<file path="src/swf_pkg.sv">
package swf_pkg;

  // ==========================================================
  // Register offsets
  localparam logic [7:0] ADDR_WAKE_CFG = 8'h12;
  localparam logic [7:0] ADDR_WD_MODE  = 8'h13;
  localparam logic [7:0] ADDR_WD_TIME  = 8'h14;
  localparam logic [7:0] ADDR_WD_SVC   = 8'h15;
  localparam logic [7:0] ADDR_WD_THR   = 8'h16;
  localparam logic [7:0] ADDR_FS_ACT   = 8'h17;
  localparam logic [7:0] ADDR_FS_CNT   = 8'h18;

  // ==========================================================
  // Field layouts, most significant field first
  typedef struct packed {
    logic       pulse_dir;    // Bit 7
    logic       sense_cyclic; // Bit 6
    logic       sample_long;  // Bit 5
    logic [1:0] irq_fn;       // Bits 4-3
    logic       rx_toggle;    // Bit 2
    logic [1:0] threshold;    // Bits 1-0
  } swf_wake_t;

  typedef struct packed {
    logic [1:0] mode;         // Bits 7-6
    logic [1:0] prescaler;    // Bits 5-4
    logic [3:0] rsvd;         // Bits 3-0
  } swf_wdmode_t;

  typedef struct packed {
    logic [2:0] period_sel;   // Bits 7-5
    logic [3:0] err_count;    // Bits 4-1
    logic       stby_dis;     // Bit 0
  } swf_wdtime_t;

  typedef struct packed {
    logic [1:0] err_thr;      // Bits 7-6
    logic [5:0] rsvd;         // Bits 5-0
  } swf_wdthr_t;

  typedef struct packed {
    logic [3:0] action;       // Bits 7-4
    logic [2:0] reason;       // Bits 3-1
    logic       disable_fs;   // Bit 0
  } swf_fsact_t;

  typedef struct packed {
    logic [3:0] restart_thr;  // Bits 7-4
    logic [3:0] entry_count;  // Bits 3-0
  } swf_fscnt_t;

  // ==========================================================
  // Reset values
  localparam swf_wake_t   RST_WAKE   = 8'h02;
  localparam swf_wdmode_t RST_WDMODE = 8'h90;
  localparam swf_wdtime_t RST_WDTIME = 8'h02;
  localparam swf_wdthr_t  RST_WDTHR  = 8'h40;
  localparam swf_fsact_t  RST_FSACT  = 8'h00;
  localparam swf_fscnt_t  RST_FSCNT  = 8'h00;

  // ==========================================================
  // Codes
  localparam logic [1:0] IRQ_GLOBAL  = 2'h0;
  localparam logic [1:0] IRQ_WDFAIL  = 2'h1;
  localparam logic [1:0] IRQ_RSVD    = 2'h2;
  localparam logic [1:0] IRQ_WAKE    = 2'h3;
  localparam logic [1:0] WD_OFF      = 2'h0;
  localparam logic [1:0] WD_TIMEOUT  = 2'h1;
  localparam logic [1:0] WD_WINDOW   = 2'h2;
  localparam logic [1:0] WD_RSVD     = 2'h3;
  localparam logic [3:0] ACT_NONE    = 4'h0;
  localparam logic [3:0] ACT_INH_LOW = 4'h1;
  localparam logic [3:0] ACT_SOFT    = 4'h2;
  localparam logic [3:0] ACT_POR     = 4'h3;
  localparam logic [3:0] ACT_SLEEP   = 4'h4;
  localparam logic [3:0] ACT_VCC_OFF = 4'h9;
  localparam logic [2:0] FS_WDFAIL   = 3'h6;
  localparam logic [2:0] FS_RESTART  = 3'h7;
  localparam logic [7:0] WD_SVC_KEY  = 8'hff;
  localparam logic [3:0] ERR_MAX     = 4'hf;
  localparam logic [3:0] ERR_START   = 4'h1;
  localparam logic [3:0] ERR_THR_A   = 4'h5;
  localparam logic [3:0] ERR_THR_B   = 4'h9;

  // ==========================================================
  // Timing
  localparam int CLK_PERIOD_NS   = 20;
  localparam int SAMPLE_SHORT_US = 30;
  localparam int SAMPLE_LONG_US  = 75;
  localparam int SAMPLE_SHORT_CYC = SAMPLE_SHORT_US * 1000 / CLK_PERIOD_NS;
  localparam int SAMPLE_LONG_CYC  = SAMPLE_LONG_US * 1000 / CLK_PERIOD_NS;
  localparam int TICK_MS         = 1;
  localparam int TICK_CYC        = TICK_MS * 1000000 / CLK_PERIOD_NS;
  localparam int INH_LOW_MS      = 1000;
  localparam int VCC_OFF_MS      = 300;
  localparam int WD_UNIT_MS      = 10;

endpackage

</file>
<file path="src/swf_regs.sv">
`timescale 1ns/1ns
`default_nettype none

// How it works
// - Pulse direction bit: 0 low-high-low, 1 high-low-high; resets 0.
// - Sense bit: 0 static, 1 cyclic; hardware may update; resets static.
// - Sample time bit picks 30 us or 75 us cyclic sampling.
// - Interrupt output source: 00 global, 01 watchdog fail, 11 wake; 10 reserved.
// - Receive pin after wake: 0 held low, 1 toggles.
// - Wake threshold 2.5/2.8/3/3.3 V by code; resets to 10.
// - Watchdog mode: 00 off, 01 timeout, 10 window (reset); 11 reserved.
// - Prescaler factor 1 to 4 by code; resets to factor 2.
// - Period select bits 7-5 set duration with prescaler; resets 000.
// - Read-only error count bits 4-1, saturates at 15, resets to 1.
// - Standby disable bit 1 turns watchdog off in standby.
// - Writing FFh to service register restarts watchdog if timely; reads 00h.
// - Error threshold: every fail, 5, 9 or 15 errors; resets 01.
// - Restart overflow action: none, inhibit low 1 s, soft reset, POR, sleep.
// - Action 1001 cuts supply 300 ms and raises interrupt; 0101-0111 reserved.
// - Fail-safe reason code reports cause; 010 reserved.
// - Reason stays latched until zero written to entry count.
// - Fail-safe disable blocks entries except power-up fail-safe.
// - Consecutive entries counted to 15; writing zero clears count.
// - Restart threshold holds entries minus one, 1 to 16 entries.
// - Soft reset restores register defaults, inhibit output keeps its current level.
module swf_regs
  import swf_pkg::*;
#(
  parameter int TICK_CYCLES = TICK_CYC,
  parameter int UNIT_MS     = WD_UNIT_MS
) (
  input  wire logic       clock,
  input  wire logic       rst,
  input  wire logic [7:0] reg_addr,
  input  wire logic [7:0] reg_wdata,
  input  wire logic       reg_wr,
  output logic      [7:0] reg_rdata,
  input  wire logic       soft_reset_request,
  input  wire logic       standby_mode,
  input  wire logic       wake_sense_hw_wr,
  input  wire logic       wake_sense_hw_val,
  input  wire logic       global_irq,
  input  wire logic       wake_request,
  input  wire logic       fs_event,
  input  wire logic [2:0] fs_cause,
  input  wire logic       fs_powerup,
  output swf_wake_t       wake_cfg,
  output logic     [11:0] wake_sample_cycles,
  output logic            irq_output_n,
  output logic            watchdog_fail,
  output logic            inhibit_output,
  output logic            supply_off,
  output logic            por_request,
  output logic            sleep_lock
);

  // ==========================================================
  // State and ticks
  typedef enum logic [1:0] {
    SWF_IDLE,
    SWF_INH_LOW,
    SWF_VCC_OFF
  } swf_act_state_t;

  swf_wake_t      wake,      next_wake;
  swf_wdmode_t    wdm,       next_wdm;
  swf_wdtime_t    wdt,       next_wdt;
  swf_wdthr_t     wthr,      next_wthr;
  swf_fsact_t     fsa,       next_fsa;
  swf_fscnt_t     fsc,       next_fsc;
  logic    [11:0] wd_cnt,    next_wd_cnt;
  logic           wd_fail_l, next_wd_fail_l;
  logic           sup_irq,   next_sup_irq;
  logic           por_q,     next_por_q;
  logic           sleep_q,   next_sleep_q;
  logic    [9:0]  act_cnt,   next_act_cnt;
  swf_act_state_t act_st,    next_act_st;
  logic           ms_tick;

  swf_tick_div #(
    .DIV (TICK_CYCLES)
  ) u_ms_tick (
    .clock (clock),
    .rst   (rst),
    .tick  (ms_tick)
  );

  // Threshold count for the error counter
  function automatic logic [3:0] err_limit(input logic [1:0] code);
    unique case (code)
      2'h0:    err_limit = ERR_START;
      2'h1:    err_limit = ERR_THR_A;
      2'h2:    err_limit = ERR_THR_B;
      2'h3:    err_limit = ERR_MAX;
    endcase
  endfunction

  // Only documented action codes are accepted
  function automatic logic action_valid(input logic [3:0] code);
    action_valid = (code <= ACT_SLEEP) || (code == ACT_VCC_OFF);
  endfunction

  // ==========================================================
  // Watchdog timing terms
  logic        svc_wr;
  logic        wd_on;
  logic [11:0] wd_period;
  logic        wd_timeout;
  logic        wd_early;
  logic        wd_err;
  logic        wd_action;
  logic        fs_take;
  logic        fs_overflow;
  logic        cnt_clear;

  assign svc_wr = reg_wr && (reg_addr == ADDR_WD_SVC) && (reg_wdata == WD_SVC_KEY);
  assign wd_on = (wdm.mode == WD_TIMEOUT || wdm.mode == WD_WINDOW) &&
                 !(standby_mode && wdt.stby_dis);
  // Period from select and prescaler, in units of UNIT_MS
  assign wd_period = 12'((32'(wdt.period_sel) + 32'd1) * (32'(wdm.prescaler) + 32'd1)
                         * 32'(UNIT_MS));
  assign wd_timeout = wd_on && ms_tick && (wd_cnt + 12'h001 >= wd_period);
  // Service in the closed half of a window counts as an error
  assign wd_early = wd_on && svc_wr && (wdm.mode == WD_WINDOW) &&
                    (wd_cnt < (wd_period >> 1));
  assign wd_err = wd_timeout || wd_early;
  // Action when count reaches the selected threshold
  assign wd_action = wd_err && ((wthr.err_thr == 2'h0) ||
                     (wdt.err_count + 4'h1 >= err_limit(wthr.err_thr)));
  // Disable blocks all entries except at power-up
  assign fs_take = (fs_event && (!fsa.disable_fs || fs_powerup)) ||
                   (wd_action && !fsa.disable_fs);
  // Overflow after threshold plus one entries
  assign fs_overflow = fs_take && (fsc.entry_count >= fsc.restart_thr);
  assign cnt_clear = reg_wr && (reg_addr == ADDR_FS_CNT) && (reg_wdata[3:0] == 4'h0);

  // ==========================================================
  // Next values of registers and action sequencer
  always_comb begin
    next_wake      = wake;
    next_wdm       = wdm;
    next_wdt       = wdt;
    next_wthr      = wthr;
    next_fsa       = fsa;
    next_fsc       = fsc;
    next_wd_cnt    = wd_cnt;
    next_wd_fail_l = wd_fail_l;
    next_sup_irq   = sup_irq;
    next_por_q     = 1'b0;
    next_sleep_q   = sleep_q;
    next_act_cnt   = act_cnt;
    next_act_st    = act_st;

    // Host writes; reserved bits never stored
    if (reg_wr) begin
      unique case (reg_addr)
        ADDR_WAKE_CFG: begin
          next_wake.pulse_dir    = reg_wdata[7];
          next_wake.sense_cyclic = reg_wdata[6];
          next_wake.sample_long  = reg_wdata[5];
          next_wake.rx_toggle    = reg_wdata[2];
          next_wake.threshold    = reg_wdata[1:0];
          // Reserved source code keeps old one
          if (reg_wdata[4:3] != IRQ_RSVD) begin
            next_wake.irq_fn = reg_wdata[4:3];
          end
        end
        ADDR_WD_MODE: begin
          if (reg_wdata[7:6] != WD_RSVD) begin
            next_wdm.mode = reg_wdata[7:6];
          end
          next_wdm.prescaler = reg_wdata[5:4];
        end
        ADDR_WD_TIME: begin
          next_wdt.period_sel = reg_wdata[7:5];
          next_wdt.stby_dis   = reg_wdata[0];
        end
        ADDR_WD_THR: begin
          next_wthr.err_thr = reg_wdata[7:6];
        end
        ADDR_FS_ACT: begin
          if (action_valid(reg_wdata[7:4])) begin
            next_fsa.action = reg_wdata[7:4];
          end
          next_fsa.disable_fs = reg_wdata[0];
        end
        ADDR_FS_CNT: begin
          next_fsc.restart_thr = reg_wdata[7:4];
          // Zero write clears count and reason
          if (cnt_clear) begin
            next_fsc.entry_count = 4'h0;
            next_fsa.reason      = 3'h0;
            next_sup_irq         = 1'b0;
          end
        end
        default: begin
        end
      endcase
    end

    if (wake_sense_hw_wr) begin
      next_wake.sense_cyclic = wake_sense_hw_val;
    end

    // Restart on valid service, error restarts too
    if (!wd_on) begin
      next_wd_cnt = 12'h000;
    end else if (wd_err || svc_wr) begin
      next_wd_cnt    = 12'h000;
      next_wd_fail_l = wd_err ? wd_fail_l : 1'b0;
    end else if (ms_tick) begin
      next_wd_cnt = wd_cnt + 12'h001;
    end

    // Error count saturating at 15, restarts after action
    if (wd_action) begin
      next_wdt.err_count = ERR_START;
      next_wd_fail_l     = 1'b1;
    end else if (wd_err && wdt.err_count != ERR_MAX) begin
      next_wdt.err_count = wdt.err_count + 4'h1;
    end

    // Entry latches reason; set wins over clear
    if (fs_take) begin
      if (fsc.entry_count != ERR_MAX) begin
        next_fsc.entry_count = fsc.entry_count + 4'h1;
      end
      next_fsa.reason = fs_event ? fs_cause : FS_WDFAIL;
    end

    // Timed actions in ms ticks; a new inhibit-low or supply-off action below restarts the count
    unique case (act_st)
      SWF_IDLE: begin
      end
      SWF_INH_LOW: begin
        if (ms_tick) begin
          next_act_cnt = act_cnt + 10'h001;
          if (act_cnt + 10'h001 >= 10'(INH_LOW_MS)) begin
            next_act_st = SWF_IDLE;
          end
        end
      end
      SWF_VCC_OFF: begin
        if (ms_tick) begin
          next_act_cnt = act_cnt + 10'h001;
          if (act_cnt + 10'h001 >= 10'(VCC_OFF_MS)) begin
            next_act_st = SWF_IDLE;
          end
        end
      end
    endcase

    if (fs_overflow) begin
      next_fsa.reason = FS_RESTART;
      unique case (fsa.action)
        ACT_INH_LOW: begin
          next_act_st  = SWF_INH_LOW;
          next_act_cnt = 10'h000;
        end
        ACT_POR:     next_por_q = 1'b1;
        ACT_SLEEP:   next_sleep_q = 1'b1;
        ACT_VCC_OFF: begin
          next_act_st  = SWF_VCC_OFF;
          next_act_cnt = 10'h000;
          next_sup_irq = 1'b1;
        end
        default: begin
        end
      endcase
    end

    // Soft reset restores defaults, pin timers untouched
    if (soft_reset_request || (fs_overflow && fsa.action == ACT_SOFT)) begin
      next_wake      = RST_WAKE;
      next_wdm       = RST_WDMODE;
      next_wdt       = RST_WDTIME;
      next_wthr      = RST_WDTHR;
      next_fsa       = RST_FSACT;
      next_fsc       = RST_FSCNT;
      next_wd_cnt    = 12'h000;
      next_wd_fail_l = 1'b0;
      next_sup_irq   = 1'b0;
    end
  end

  always_ff @(posedge clock or posedge rst) begin
    if (rst) begin
      wake      <= RST_WAKE;
      wdm       <= RST_WDMODE;
      wdt       <= RST_WDTIME;
      wthr      <= RST_WDTHR;
      fsa       <= RST_FSACT;
      fsc       <= RST_FSCNT;
      wd_cnt    <= 12'h000;
      wd_fail_l <= 1'b0;
      sup_irq   <= 1'b0;
      por_q     <= 1'b0;
      sleep_q   <= 1'b0;
      act_cnt   <= 10'h000;
      act_st    <= SWF_IDLE;
    end else begin
      wake      <= next_wake;
      wdm       <= next_wdm;
      wdt       <= next_wdt;
      wthr      <= next_wthr;
      fsa       <= next_fsa;
      fsc       <= next_fsc;
      wd_cnt    <= next_wd_cnt;
      wd_fail_l <= next_wd_fail_l;
      sup_irq   <= next_sup_irq;
      por_q     <= next_por_q;
      sleep_q   <= next_sleep_q;
      act_cnt   <= next_act_cnt;
      act_st    <= next_act_st;
    end
  end

  // ==========================================================
  // Read data and outputs
  // Reserved fields are zero; service register reads zero
  always_comb begin
    unique case (reg_addr)
      ADDR_WAKE_CFG: reg_rdata = wake;
      ADDR_WD_MODE:  reg_rdata = {wdm.mode, wdm.prescaler, 4'h0};
      ADDR_WD_TIME:  reg_rdata = wdt;
      ADDR_WD_THR:   reg_rdata = {wthr.err_thr, 6'h00};
      ADDR_FS_ACT:   reg_rdata = fsa;
      ADDR_FS_CNT:   reg_rdata = fsc;
      default:       reg_rdata = 8'h00;
    endcase
  end

  assign wake_cfg = wake;
  assign wake_sample_cycles = wake.sample_long ? 12'(SAMPLE_LONG_CYC)
                                               : 12'(SAMPLE_SHORT_CYC);

  always_comb begin
    unique case (wake.irq_fn)
      IRQ_WDFAIL: irq_output_n = !wd_fail_l;
      IRQ_WAKE:   irq_output_n = !wake_request;
      default:    irq_output_n = !(global_irq || sup_irq);
    endcase
  end

  assign watchdog_fail  = wd_fail_l;
  // Inhibit held unless the 1 s low action runs
  assign inhibit_output = (act_st != SWF_INH_LOW);
  assign supply_off     = (act_st == SWF_VCC_OFF);
  assign por_request    = por_q;
  assign sleep_lock     = sleep_q;
endmodule

`default_nettype wire

</file>
<file path="src/swf_tick_div.sv">
`timescale 1ns/1ns
`default_nettype none

// ============================================================
// Divider giving a one-cycle enable every DIV cycles
module swf_tick_div #(
  parameter int DIV = 50000
) (
  input  wire logic clock,
  input  wire logic rst,
  output logic      tick
);
  localparam int W = $clog2(DIV + 1);
  localparam logic [W-1:0] LAST = W'(DIV - 1);

  logic [W-1:0] count;
  logic [W-1:0] next_count;

  // Wrap at the last count and pulse there
  always_comb begin
    next_count = (count == LAST) ? '0 : count + W'(1);
  end

  always_ff @(posedge clock or posedge rst) begin
    if (rst) begin
      count <= '0;
    end else begin
      count <= next_count;
    end
  end

  assign tick = (count == LAST);
endmodule

`default_nettype wire
</file>
<file path="config.mk">
export PLATFORM = sky130hd
export DESIGN_NAME = swf_regs
export DESIGN_NICKNAME = d
export VERILOG_FILES = /design/src/swf_pkg.sv /design/src/swf_regs.sv /design/src/swf_tick_div.sv
export SDC_FILE = /design/constraint.sdc
export NUM_CORES = 1
export LEC_CHECK = 0
export ABC_AREA = 0
export BUFFER_PORTS_ARGS = -buffer_cell sky130_fd_sc_hd__buf_2
export CORE_MARGIN = 2
export CORE_UTILIZATION = 45
export DETAILED_ROUTE_END_ITERATION = 12
export PLACE_DENSITY = 0.63
export SLEW_MARGIN = 20
export SYNTH_ARGS = -nofsm -noshare
export SYNTH_HDL_FRONTEND = slang
export SYNTH_SLANG_ARGS = --single-unit
</file>
<file path="constraint.sdc">
create_clock -name clock -period 6.95 [get_ports clock]
set_clock_uncertainty 0.1 [all_clocks]
set_input_delay 0.3475 -clock clock [delete_from_list [all_inputs] [get_ports clock]]
set_output_delay 0.3475 -clock clock [all_outputs]
set_load 0.01 [all_outputs]
</file>
==> reports/metrics.csv, run 1 <==
metric;value;unit
clock_tree.buffer_depth;2;
cpLargestDelayFamily;adder cells;
timing.critical_path.required;7.11;ns
num_vias;5070;
cts_hold_buf;0;
synth_flop_cell;dfrtp_1;
ys_seq_elements;82;
count_of_endpoints_failing_setup_in_the_final_report;0;
crit_arrival;6.73;ns
grt-busiest-layer;met2;
design.portCount;64;
cp-start-kind;flip-flop;
power.switching;0.249;mW
final_critical_path_setup_slack;0.383;ns
power.share.switching;24.3;%
vias_in_the_first_global_route;4946;
share_of_post_route_cells_with_drive_strength_above_1;15.5;%
detailedRoute.firstPassIterationCount;6;
slew_violations;0;
globalRouteMet2Util;34.1;%
fmax;152;MHz
drtIter0Drc;430;
n_fill_cell;1248;
crit_fanout;12;
cts.sinks;82;
postRouteWirelength;14.5;mm
critPathBufInv;0;
buffer_ports.inserted;59;
fin_setup_tns;0;ns
cts_made_buffers;9;
hold_path_class;primary input to asynchronous set/reset pin;
grt_max_degree;83;
maxSlewHeadroom;50.3;%
floorplan.initialDensity;46.4;%
number_of_core_rows;41;
timing.critical_path.to_type;flip-flop;
p_int;0.773;mW
synth_largest_type_area_fraction;32.7;%
power.density_cell_area;154;nW/µm²
setup_repair_after_global_routing_missed_its_margin;false;
count_of_different_cell_masters_after_synthesis;68;
synth-seq-area-share;34.9;%
groute.layer.met3.usage;4.39;%
synthArstFlopShare;100;%
synth_top_area_cell;dfrtp_1;
synthTopCellsByArea;dfrtp_1 (33%), ha_1 (11%), nand2_1 (5.4%), xor2_1 (4.9%), nor2_1 (4.1%);
floorplan.die_area;14000;µm²
cts-resized-gates;0;
insertedDiodeCount;0;
ys.warnings.count;0;
hold_violations;0;
cp_common_cell;ha_1;
path_class;flip-flop to flip-flop;
grt_remaining_overflow;0;
slowest_stage;or4b_4;
cts_setup_buffers;0;
combPwrFrac;8.3;%
route.detailed.wl_per_inst;16.2;µm
run_status;complete, no violations;
maxCapViolations;0;
vdd_ir_drop_max;0.132;mV
yosysMostFrequentCell;nand2_1;
synthToLayoutAreaGrowth;12.2;%
die-width;119;µm
final.period_utilization;94.5;%
cellLeakagePower;3.14;nW
grt_use_met1;30.0;%
cts_tree;done;
clock_tree.htree_level_count;3;
dp.final_hpwl;10.7;mm
power_frac_seq;48.0;%
timing_worst_slew_pin_value;0.745;ns
ys_top_cells_by_count;nand2_1 (85), dfrtp_1 (77), nor2_1 (65);
antenna_found_initial;0;
drt_drc_violations_left;0;
grt_pass1_wl;24.6;mm
antenna_left;0;
fp.coreArea;12700;µm²
root_buffer;clkbuf_16;
grt_use_total;21.4;%
place_congestion;0.850;
cell_area_after_technology_mapping;5900;µm²
die_h;119;µm
clk_latency;0.34;ns
clkTransAtPathRegs;0.06;ns
share_clk_of_total_power;43.7;%
minimum_clock_period_after_layout;6.57;ns
path_cells;ha_1 > xor2_1 > nor2b_1 > fa_1 > ha_1 > fa_1 > ha_1 > ha_1 > fa_1 > a21oi_1 > o21bai_1 > maj3_1 > nand2_1 > ha_1 > and3_1 > and3_1 > a221oi_4 > a211oi_1 > o41a_1 > or4b_4 > nor2_1;
drt-vias-per-instance;5.70;
fin_nets;797;
gate_count_after_technology_mapping;667;
syn_avg_cell_area;8.84;µm²
pre_cts_ws;0.212;ns
synth-edff-count;0;
delay_of_the_slowest_cell_on_the_worst_path;0.62;ns
## path summary, 6_finish.rpt
| kind | slack [ns] | start | end | cells past startpoint |
|---|---|---|---|---|
| max in group asynchronous | 6.11 | rst | wdt[6]$_DFFE_PP0P_ | 3 |
| min reg2reg | 0.37 | u_ms_tick.count[0]$_DFF_PP0_ | u_ms_tick.count[0]$_DFF_PP0_ | 1 |
| min | 0.11 | rst | u_ms_tick.count[13]$_DFF_PP0_ | 3 |
| max reg2reg | 0.38 | wdt[6]$_DFFE_PP0P_ | wd_cnt[9]$_DFFE_PP0P_ | 21 |
| max | 0.38 | wdt[6]$_DFFE_PP0P_ | wd_cnt[9]$_DFFE_PP0P_ | 21 |
| min in group clock | 0.15 | wake_sense_hw_val | wake_cfg[6]$_DFFE_PP0P_ | 3 |
## flip-flops by register name (all words and copies together), names as in the netlist
| register | cells |
|---|---|
| fsa | 8 |
| sup_irq | 1 |
| act_cnt | 10 |
| fsc | 8 |
| wdt | 8 |
| wthr | 2 |
| sleep_lock | 1 |
| u_ms_tick.count | 16 |
| watchdog_fail | 1 |
| por_request | 1 |
| wdm | 4 |
| wake_cfg | 8 |
| act_st | 2 |
| wd_cnt | 12 |
## per-stage QoR
stage          instances  hold slack [ns]  util [%]  total power [mW]  instance area, µm²
6_report             890            0.113      52.0              1.02                6620
3_3_place_gp         874            0.354      49.5             0.581                6300
3_5_place_dp         874            0.351      49.5             0.583                6300
4_1_cts              890            0.149      51.7              1.03                6580
5_1_grt              890            0.160      52.0              1.07                6620
2_1_floorplan        669            0.333         -             0.556                5910
## per-layer routing
| layer | part of all wire, % | wire, µm |
|---|---|---|
| met1 | 46 | 6680 |
| met2 | 47 | 6860 |
| met3 | 5.4 | 783 |
| met4 | 0.98 | 142 |
| met5 | 0 | 0 |
## cell usage in the layout, fill, tap and decap left out, drive strengths merged, types with 12 or more instances in the layout
master  count
a21o       13
and3       14
a21oi      40
xnor2      24
nor2       66
nand2      85
xor2       33
buf        66
ha         50
nand3      44
inv        23
dfrtp      77
o21ai      12
## cell type report
type / count / area, µm² / share of cell area (%)
clock buffers: 11 / 253 / 3.82
clock inverters: 5 / 28.8 / 0.435
inverters: 24 / 91.3 / 1.38
multi-input cells: 530 / 3620 / 54.7
flip-flops and latches: 82 / 2060 / 31.1
well taps: 172 / 215 / 3.25
repair buffers: 66 / 352 / 5.31
## cell families after synthesis
| family | share of synthesized area [%] |
|---|---|
| and+or+nand+nor | 24.1 |
| muxes | 1.38 |
| xor gates and xnor gates | 8.46 |
| adders and majority gates | 12.1 |
| DFF | 34.9 |
| AOI/OAI and AO/OA | 14.3 |
| buffers and inverters | 4.60 |
| other | 0.127 |
## worst min-delay path: cells and delay by family
family	cells	cell delay (ns)
buffers and inverters	3	0.70
## power by group through the flow
stage          sequential (mW)  clock (mW)  combinational, mW
6_report                 0.491       0.446             0.0850
5_1_grt                  0.491       0.486             0.0962
4_1_cts                  0.490       0.459             0.0839
3_5_place_dp             0.499           0             0.0835
3_3_place_gp             0.499           0             0.0821
2_1_floorplan            0.497           0             0.0591
Note: power is estimated with default switching activity, not from simulation.
==> run 2, diff against run 1 <==
- CTS_BUF_LIST: default -> sky130_fd_sc_hd__clkbuf_8
==> run 2 against run 1 <==
Sequential power hardly changed; sequential share of layout area increased by 0.48 points; cell count unchanged; critical path type unchanged; wire length shrank 0.53%; flip-flop and latch count is the same; utilization shrank 0.80 points.
==> reports/metrics.csv, run 2 (same netlist as run 1, synthesis figures left out) <==
metric;value;unit;change
timing.critical_path.to_type;flip-flop;;
p_int;0.661;mW;-15%
combPwrFrac;9.5;%;+1.2 points
design.portCount;64;;unchanged
share_of_post_route_cells_with_drive_strength_above_1;15.5;%;unchanged
ff_latch_area;2060;µm²;unchanged
largest_reg_flops;16;;unchanged
timing.critical_path.required;7.13;ns;+0.02 ns
dp.final_hpwl;10.7;mm;unchanged
insertedDiodeCount;0;;unchanged
route.detailed.wl_per_inst;16.2;µm;-0.53%
n_fill_cell;1262;;+1.1%
grt_remaining_overflow;0;;unchanged
hold_violations;0;;unchanged
number_of_core_rows;41;;unchanged
root_buffer;clkbuf_8;;
worstReg2RegEnd;wd_cnt[9]$_DFFE_PP0P_;;
run_status;complete, no violations;;
timing_worst_slew_pin_value;0.744;ns;-0.000727 ns
cellLeakagePower;3.10;nW;-1.5%
fp.coreArea;12700;µm²;unchanged
fin_nets;797;;unchanged
fmax;152;MHz;about the same
floorplan.initialDensity;46.4;%;unchanged
power.share.switching;25.9;%;+1.6 points
drtIter0Drc;430;;unchanged
maxSlewHeadroom;50.4;%;about the same
hold_slack;0.0916;ns;-0.0213 ns
place_congestion;0.850;;unchanged
startpoint_of_the_worst_register_to_register_path;wdt[6]$_DFFE_PP0P_;;
power.density_cell_area;137;nW/µm²;-11%
pre_cts_ws;0.212;ns;unchanged
cts_tree;done;;
hold_path_class;primary input to asynchronous set/reset pin;;
synthToLayoutAreaGrowth;10.4;%;
cts_made_buffers;9;;unchanged
antenna_left;0;;unchanged
largestRegisters;u_ms_tick.count: 16 flops, wd_cnt: 12 flops, act_cnt: 10 flops;;
grt_use_total;21.2;%;-0.22 points
die-width;119;µm;unchanged
multi_input_comb_area;3620;µm²;unchanged
final_common_cell;nand2_1;;
reg2reg_depth;21;;unchanged
power_frac_seq;54.9;%;+6.9 points
floorplan.die_area;14000;µm²;unchanged
postRouteWirelength;14.4;mm;-0.53%
minimum_clock_period_after_layout;6.57;ns;+0.00509 ns
cts.sinks;82;;unchanged
clkTransAtPathRegs;0.08;ns;+0.02 ns
antenna_found_initial;0;;unchanged
leading_cell_types_in_the_layout_fill_and_taps_excluded;nand2_1 (85), dfrtp_1 (76), nor2_1 (65), buf_2 (59), ha_1 (50);;
grt_pass1_wl;24.5;mm;-0.34%
crit_fanout;12;;unchanged
die_h;119;µm;unchanged
detailedRoute.firstPassIterationCount;5;;-1
registers.top_by_ff_count;u_ms_tick.count;;
drt_drc_violations_left;0;;unchanged
final.period_utilization;94.6;%;about the same
worst_reg2reg_setup_slack;0.38;ns;about the same
clock_tree.buffer_depth;2;;unchanged
drt-vias-per-instance;5.70;;about the same
count_of_endpoints_failing_setup_in_the_final_report;0;;unchanged
maxCapViolations;0;;unchanged
power.switching;0.231;mW;-7.0%
clk_latency;0.35;ns;about the same
cp-start-kind;flip-flop;;
slew_violations;0;;unchanged
final_critical_path_setup_slack;0.378;ns;-0.00509 ns
clock_tree.htree_level_count;3;;unchanged
crit_arrival;6.75;ns;+0.02 ns
share_clk_of_total_power;35.6;%;-8.1 points
buffer_ports.inserted;59;;unchanged
vias_in_the_first_global_route;4951;;+0.10%
num_vias;5073;;+0.059%
grt_max_degree;83;;unchanged
vdd_ir_drop_max;0.0951;mV;-28%
path_class;flip-flop to flip-flop;;
run 2: worst max path at each step:
stage | start | end | slack [ns]
6_report | wdt[6]$_DFFE_PP0P_ | wd_cnt[9]$_DFFE_PP0P_ | 0.38
5_1_grt | wdt[6]$_DFFE_PP0P_ | wd_cnt[1]$_DFFE_PP0P_ | -0.005
4_1_cts | wdt[6]$_DFFE_PP0P_ | wd_cnt[2]$_DFFE_PP0P_ | 0.18
3_5_place_dp | wdt[6]$_DFFE_PP0P_ | wd_cnt[2]$_DFFE_PP0P_ | 0.21
3_3_place_gp | wdm[4]$_DFFE_PP1P_ | fsc[2]$_DFF_PP0_ | 0.44
2_1_floorplan | wdm[4]$_DFFE_PP1P_ | wd_cnt[0]$_DFFE_PP0P_ | 0.62
run 2: critical path, stage by stage (launching register included):
cell	delay [ns]
dfrtp_2	0.46
ha_1	0.20
xor2_1	0.21
nor2b_1	0.22
fa_1	0.44
ha_1	0.24
fa_1	0.49
ha_1	0.32
ha_1	0.23
fa_1	0.40
a21oi_1	0.15
o21bai_1	0.11
maj3_1	0.37
nand2_1	0.11
ha_1	0.27
and3_1	0.24
and3_1	0.22
a221oi_4	0.37
a211oi_1	0.16
o41a_1	0.43
or4b_4	0.62
nor2_1	0.15
run 2: per-layer routing:
metal / share of wire, % / track usage [%] / vias up
li1: - / - / 2460
met1: 46 / 29.6 / 2437
met2: 47 / 33.9 / 159
met3: 5.9 / 4.01 / 17
met4: 1.4 / 4.91 / 0
met5: 0 / 0 / -
run 2: per-stage QoR:
stage,TNS (ns),utilization (%),power (mW),cell area (µm²),cells
floorplan,0,-,0.556,5910,669
global placement,0,49.5,0.581,6300,874
detailed placement,0,49.5,0.583,6300,874
CTS,0,50.9,0.903,6480,890
global route,-0.00995,51.2,0.943,6520,890
finish,0,51.2,0.892,6520,890
run 2: what timing repair did:
action                                 in CTS  in global routing
buffers inserted                            0                  0
gates resized for setup                     0                  5
hold buffers                                0                  0
endpoints found under the hold margin       0                  0
setup endpoints to repair                   0                 37
run 2: cell type report:
cell class / instances / area share [%]
clock inverter: 5 / 0.442
sequential: 82 / 31.6
tap: 172 / 3.30
clock buffer: 11 / 2.32
multi-input combinational: 530 / 55.5
timing repair buffer: 66 / 5.40
inverter: 24 / 1.40
run 2: power by group through the flow:
stage | registers, mW | clock network [mW] | logic (mW)
floorplan | 0.497 | 0 | 0.0591
global placement | 0.499 | 0 | 0.0821
detailed placement | 0.499 | 0 | 0.0835
CTS | 0.490 | 0.330 | 0.0839
global route | 0.491 | 0.356 | 0.0962
finish | 0.490 | 0.317 | 0.0848
==> run 3, diff against run 2 <==
- REMOVE_ABC_BUFFERS: default -> 1
==> run 3 against run 2 <==
Total power is 8.7% higher; combinational power about the same; clock power is 24% higher; count of clock-buffer cells in the layout shrank 1; sequential share of layout area is 0.16 points lower; critical endpoint is now fsc[2]$_DFF_PP0_; largest cell class unchanged; largest power group unchanged.
==> reports/metrics.csv, run 3 (same netlist as run 1, synthesis figures left out) <==
metric;value;unit;change
cts_made_buffers;9;;unchanged
share_of_post_route_cells_with_drive_strength_above_1;15.2;%;-0.28 points
setup_repair_after_global_routing_missed_its_margin;false;;
slowest_stage;dfstp_2;;
crit_arrival;6.72;ns;-0.03 ns
largestRegisters;u_ms_tick.count: 16 flops, wd_cnt: 12 flops, act_cnt: 10 flops;;
fin_setup_tns;0;ns;unchanged
die-width;119;µm;unchanged
delay_of_the_slowest_cell_on_the_worst_path;0.61;ns;about the same
largest_reg_flops;16;;unchanged
maxSlewHeadroom;49.6;%;-0.80 points
minimum_clock_period_after_layout;6.52;ns;-0.0564 ns
buffer_ports.inserted;59;;unchanged
clkTransAtPathRegs;0.09;ns;about the same
cts_hold_buf;0;;unchanged
num_vias;5064;;-0.18%
cp-start-kind;flip-flop;;
design.portCount;64;;unchanged
clock_tree.buffer_depth;2;;unchanged
cp_common_cell;ha_1;;
multi_input_comb_area;3600;µm²;-0.45%
path_cells;ha_1 > and2_1 > fa_1 > ha_1 > fa_1 > ha_1 > ha_1 > fa_1 > a21oi_1 > o21bai_1 > maj3_1 > nand2_1 > ha_1 > and3_1 > and3_1 > a221oi_2 > a211oi_1 > or3_1 > or3b_2 > a21oi_1;;
cts.sinks;82;;unchanged
grt_pass1_wl;24.3;mm;-0.87%
reg2reg_depth;20;;-4.8%
hold_violations;0;;unchanged
run_status;complete, no violations;;
drt-vias-per-instance;5.69;;-0.18%
dp.final_hpwl;10.7;mm;about the same
insertedDiodeCount;0;;unchanged
crit_fanout;15;;+3
worstReg2RegEnd;fsc[2]$_DFF_PP0_;;
cpLargestDelayFamily;adder cells;;
timing.critical_path.required;7.16;ns;+0.03 ns
grt_remaining_overflow;0;;unchanged
grt_use_total;21.3;%;+0.10 points
final.period_utilization;93.7;%;-0.81 points
route.detailed.wl_per_inst;16.1;µm;-0.42%
clk_latency;0.37;ns;+0.02 ns
startpoint_of_the_worst_register_to_register_path;wdm[4]$_DFFE_PP1P_;;
grt_max_degree;83;;unchanged
vdd_ir_drop_max;0.0780;mV;-18%
postRouteWirelength;14.3;mm;-0.42%
n_fill_cell;1244;;-1.4%
cts_setup_buffers;0;;unchanged
final_util;51.4;%;+0.24 points
fmax;153;MHz;+0.87%
fin_nets;797;;unchanged
detailedRoute.firstPassIterationCount;5;;unchanged
antenna_left;0;;unchanged
fp.coreArea;12700;µm²;unchanged
floorplan.initialDensity;46.4;%;unchanged
power.density_cell_area;148;nW/µm²;+8.2%
maxCapViolations;0;;unchanged
floorplan.die_area;14000;µm²;unchanged
clock_tree.htree_level_count;3;;unchanged
registers.top_by_ff_count;u_ms_tick.count;;
final_critical_path_setup_slack;0.435;ns;+0.0564 ns
cts-resized-gates;0;;unchanged
path_class;flip-flop to flip-flop;;
antenna_found_initial;0;;unchanged
worst_reg2reg_setup_slack;0.43;ns;+0.06 ns
hold_path_class;primary input to asynchronous set/reset pin;;
slew_violations;0;;unchanged
pre_cts_ws;0.215;ns;+0.00286 ns
drt_drc_violations_left;0;;unchanged
cellLeakagePower;3.11;nW;+0.48%
leading_cell_types_in_the_layout_fill_and_taps_excluded;nand2_1 (85), dfrtp_1 (77), nor2_1 (65), buf_2 (59), ha_1 (50);;
timing_worst_slew_pin_value;0.750;ns;+0.00576 ns
die_h;119;µm;unchanged
timing.critical_path.to_type;flip-flop;;
count_of_endpoints_failing_setup_in_the_final_report;0;;unchanged
number_of_core_rows;41;;unchanged
root_buffer;clkbuf_8;;
final_common_cell;nand2_1;;
ff_latch_area;2060;µm²;about the same
synthToLayoutAreaGrowth;10.9;%;
drtIter0Drc;446;;+3.7%
cts_tree;done;;
place_congestion;0.842;;-0.95%
critPathBufInv;0;;unchanged
vias_in_the_first_global_route;4890;;-1.2%
==> run 3: cell count changes in the layout (fill, tap and decap cells not counted), sizes merged <==
cell	change
bufinv	+2
clkinv	-2
clkbuf	-1
clkinvlp	+1
==> run 3: cell type report <==
cell class	instances	share of cell area, %
Sequential cell	82	31.4
Clock buffer	10	2.10
Tap cell	172	3.29
Multi-Input combinational cell	530	55.0
Clock inverter	6	1.38
Inverter	24	1.40
Timing Repair Buffer	66	5.37
==> run 3: power by group <==
group          switching, mW  internal (mW)
Clock                  0.181          0.213
Combinational         0.0547         0.0302
Sequential           0.00821          0.483
Total                  0.244          0.725
==> run 3: through the flow <==
stage / power [mW] / instance area, µm² / std cells / hold WS [ns]
after CTS: 0.979 / 6520 / 890 / 0.0952
after floorplan: 0.548 / 5730 / 636 / 0.333
after global routing: 1.01 / 6550 / 890 / 0.110
final: 0.970 / 6550 / 890 / 0.0442
after global placement: 0.582 / 6300 / 874 / 0.347
after detailed placement: 0.584 / 6300 / 874 / 0.354
==> run 3: worst max path at each step <==
stage	from	end	slack (ns)	cells after the start
2_1_floorplan	wdm[4]$_DFFE_PP1P_	wd_cnt[1]$_DFFE_PP0P_	0.35	20
3_5_place_dp	wdm[4]$_DFFE_PP1P_	fsa[1]$_DFFE_PP0P_	0.21	20
3_3_place_gp	wdm[4]$_DFFE_PP1P_	fsc[2]$_DFF_PP0_	0.42	20
6_report	wdm[4]$_DFFE_PP1P_	fsc[2]$_DFF_PP0_	0.43	20
5_1_grt	wdm[4]$_DFFE_PP1P_	fsc[2]$_DFF_PP0_	0.12	22
4_1_cts	wdm[4]$_DFFE_PP1P_	fsa[1]$_DFFE_PP0P_	0.21	20
==> run 3: worst min-delay path, stage by stage <==
cell	delay [ns]
buf_2	0.10
clkinv_2	0.04
buf_6	0.54
==> run 3: metal layers <==
layer | global-route usage [%] | up-vias | wire length (µm) | part of all wire [%]
li1 | - | 2454 | - | -
met1 | 29.7 | 2462 | 6780 | 47
met2 | 33.2 | 127 | 6640 | 46
met3 | 3.04 | 21 | 635 | 4.4
met4 | 8.33 | 0 | 269 | 1.9
met5 | 0 | - | 0 | 0
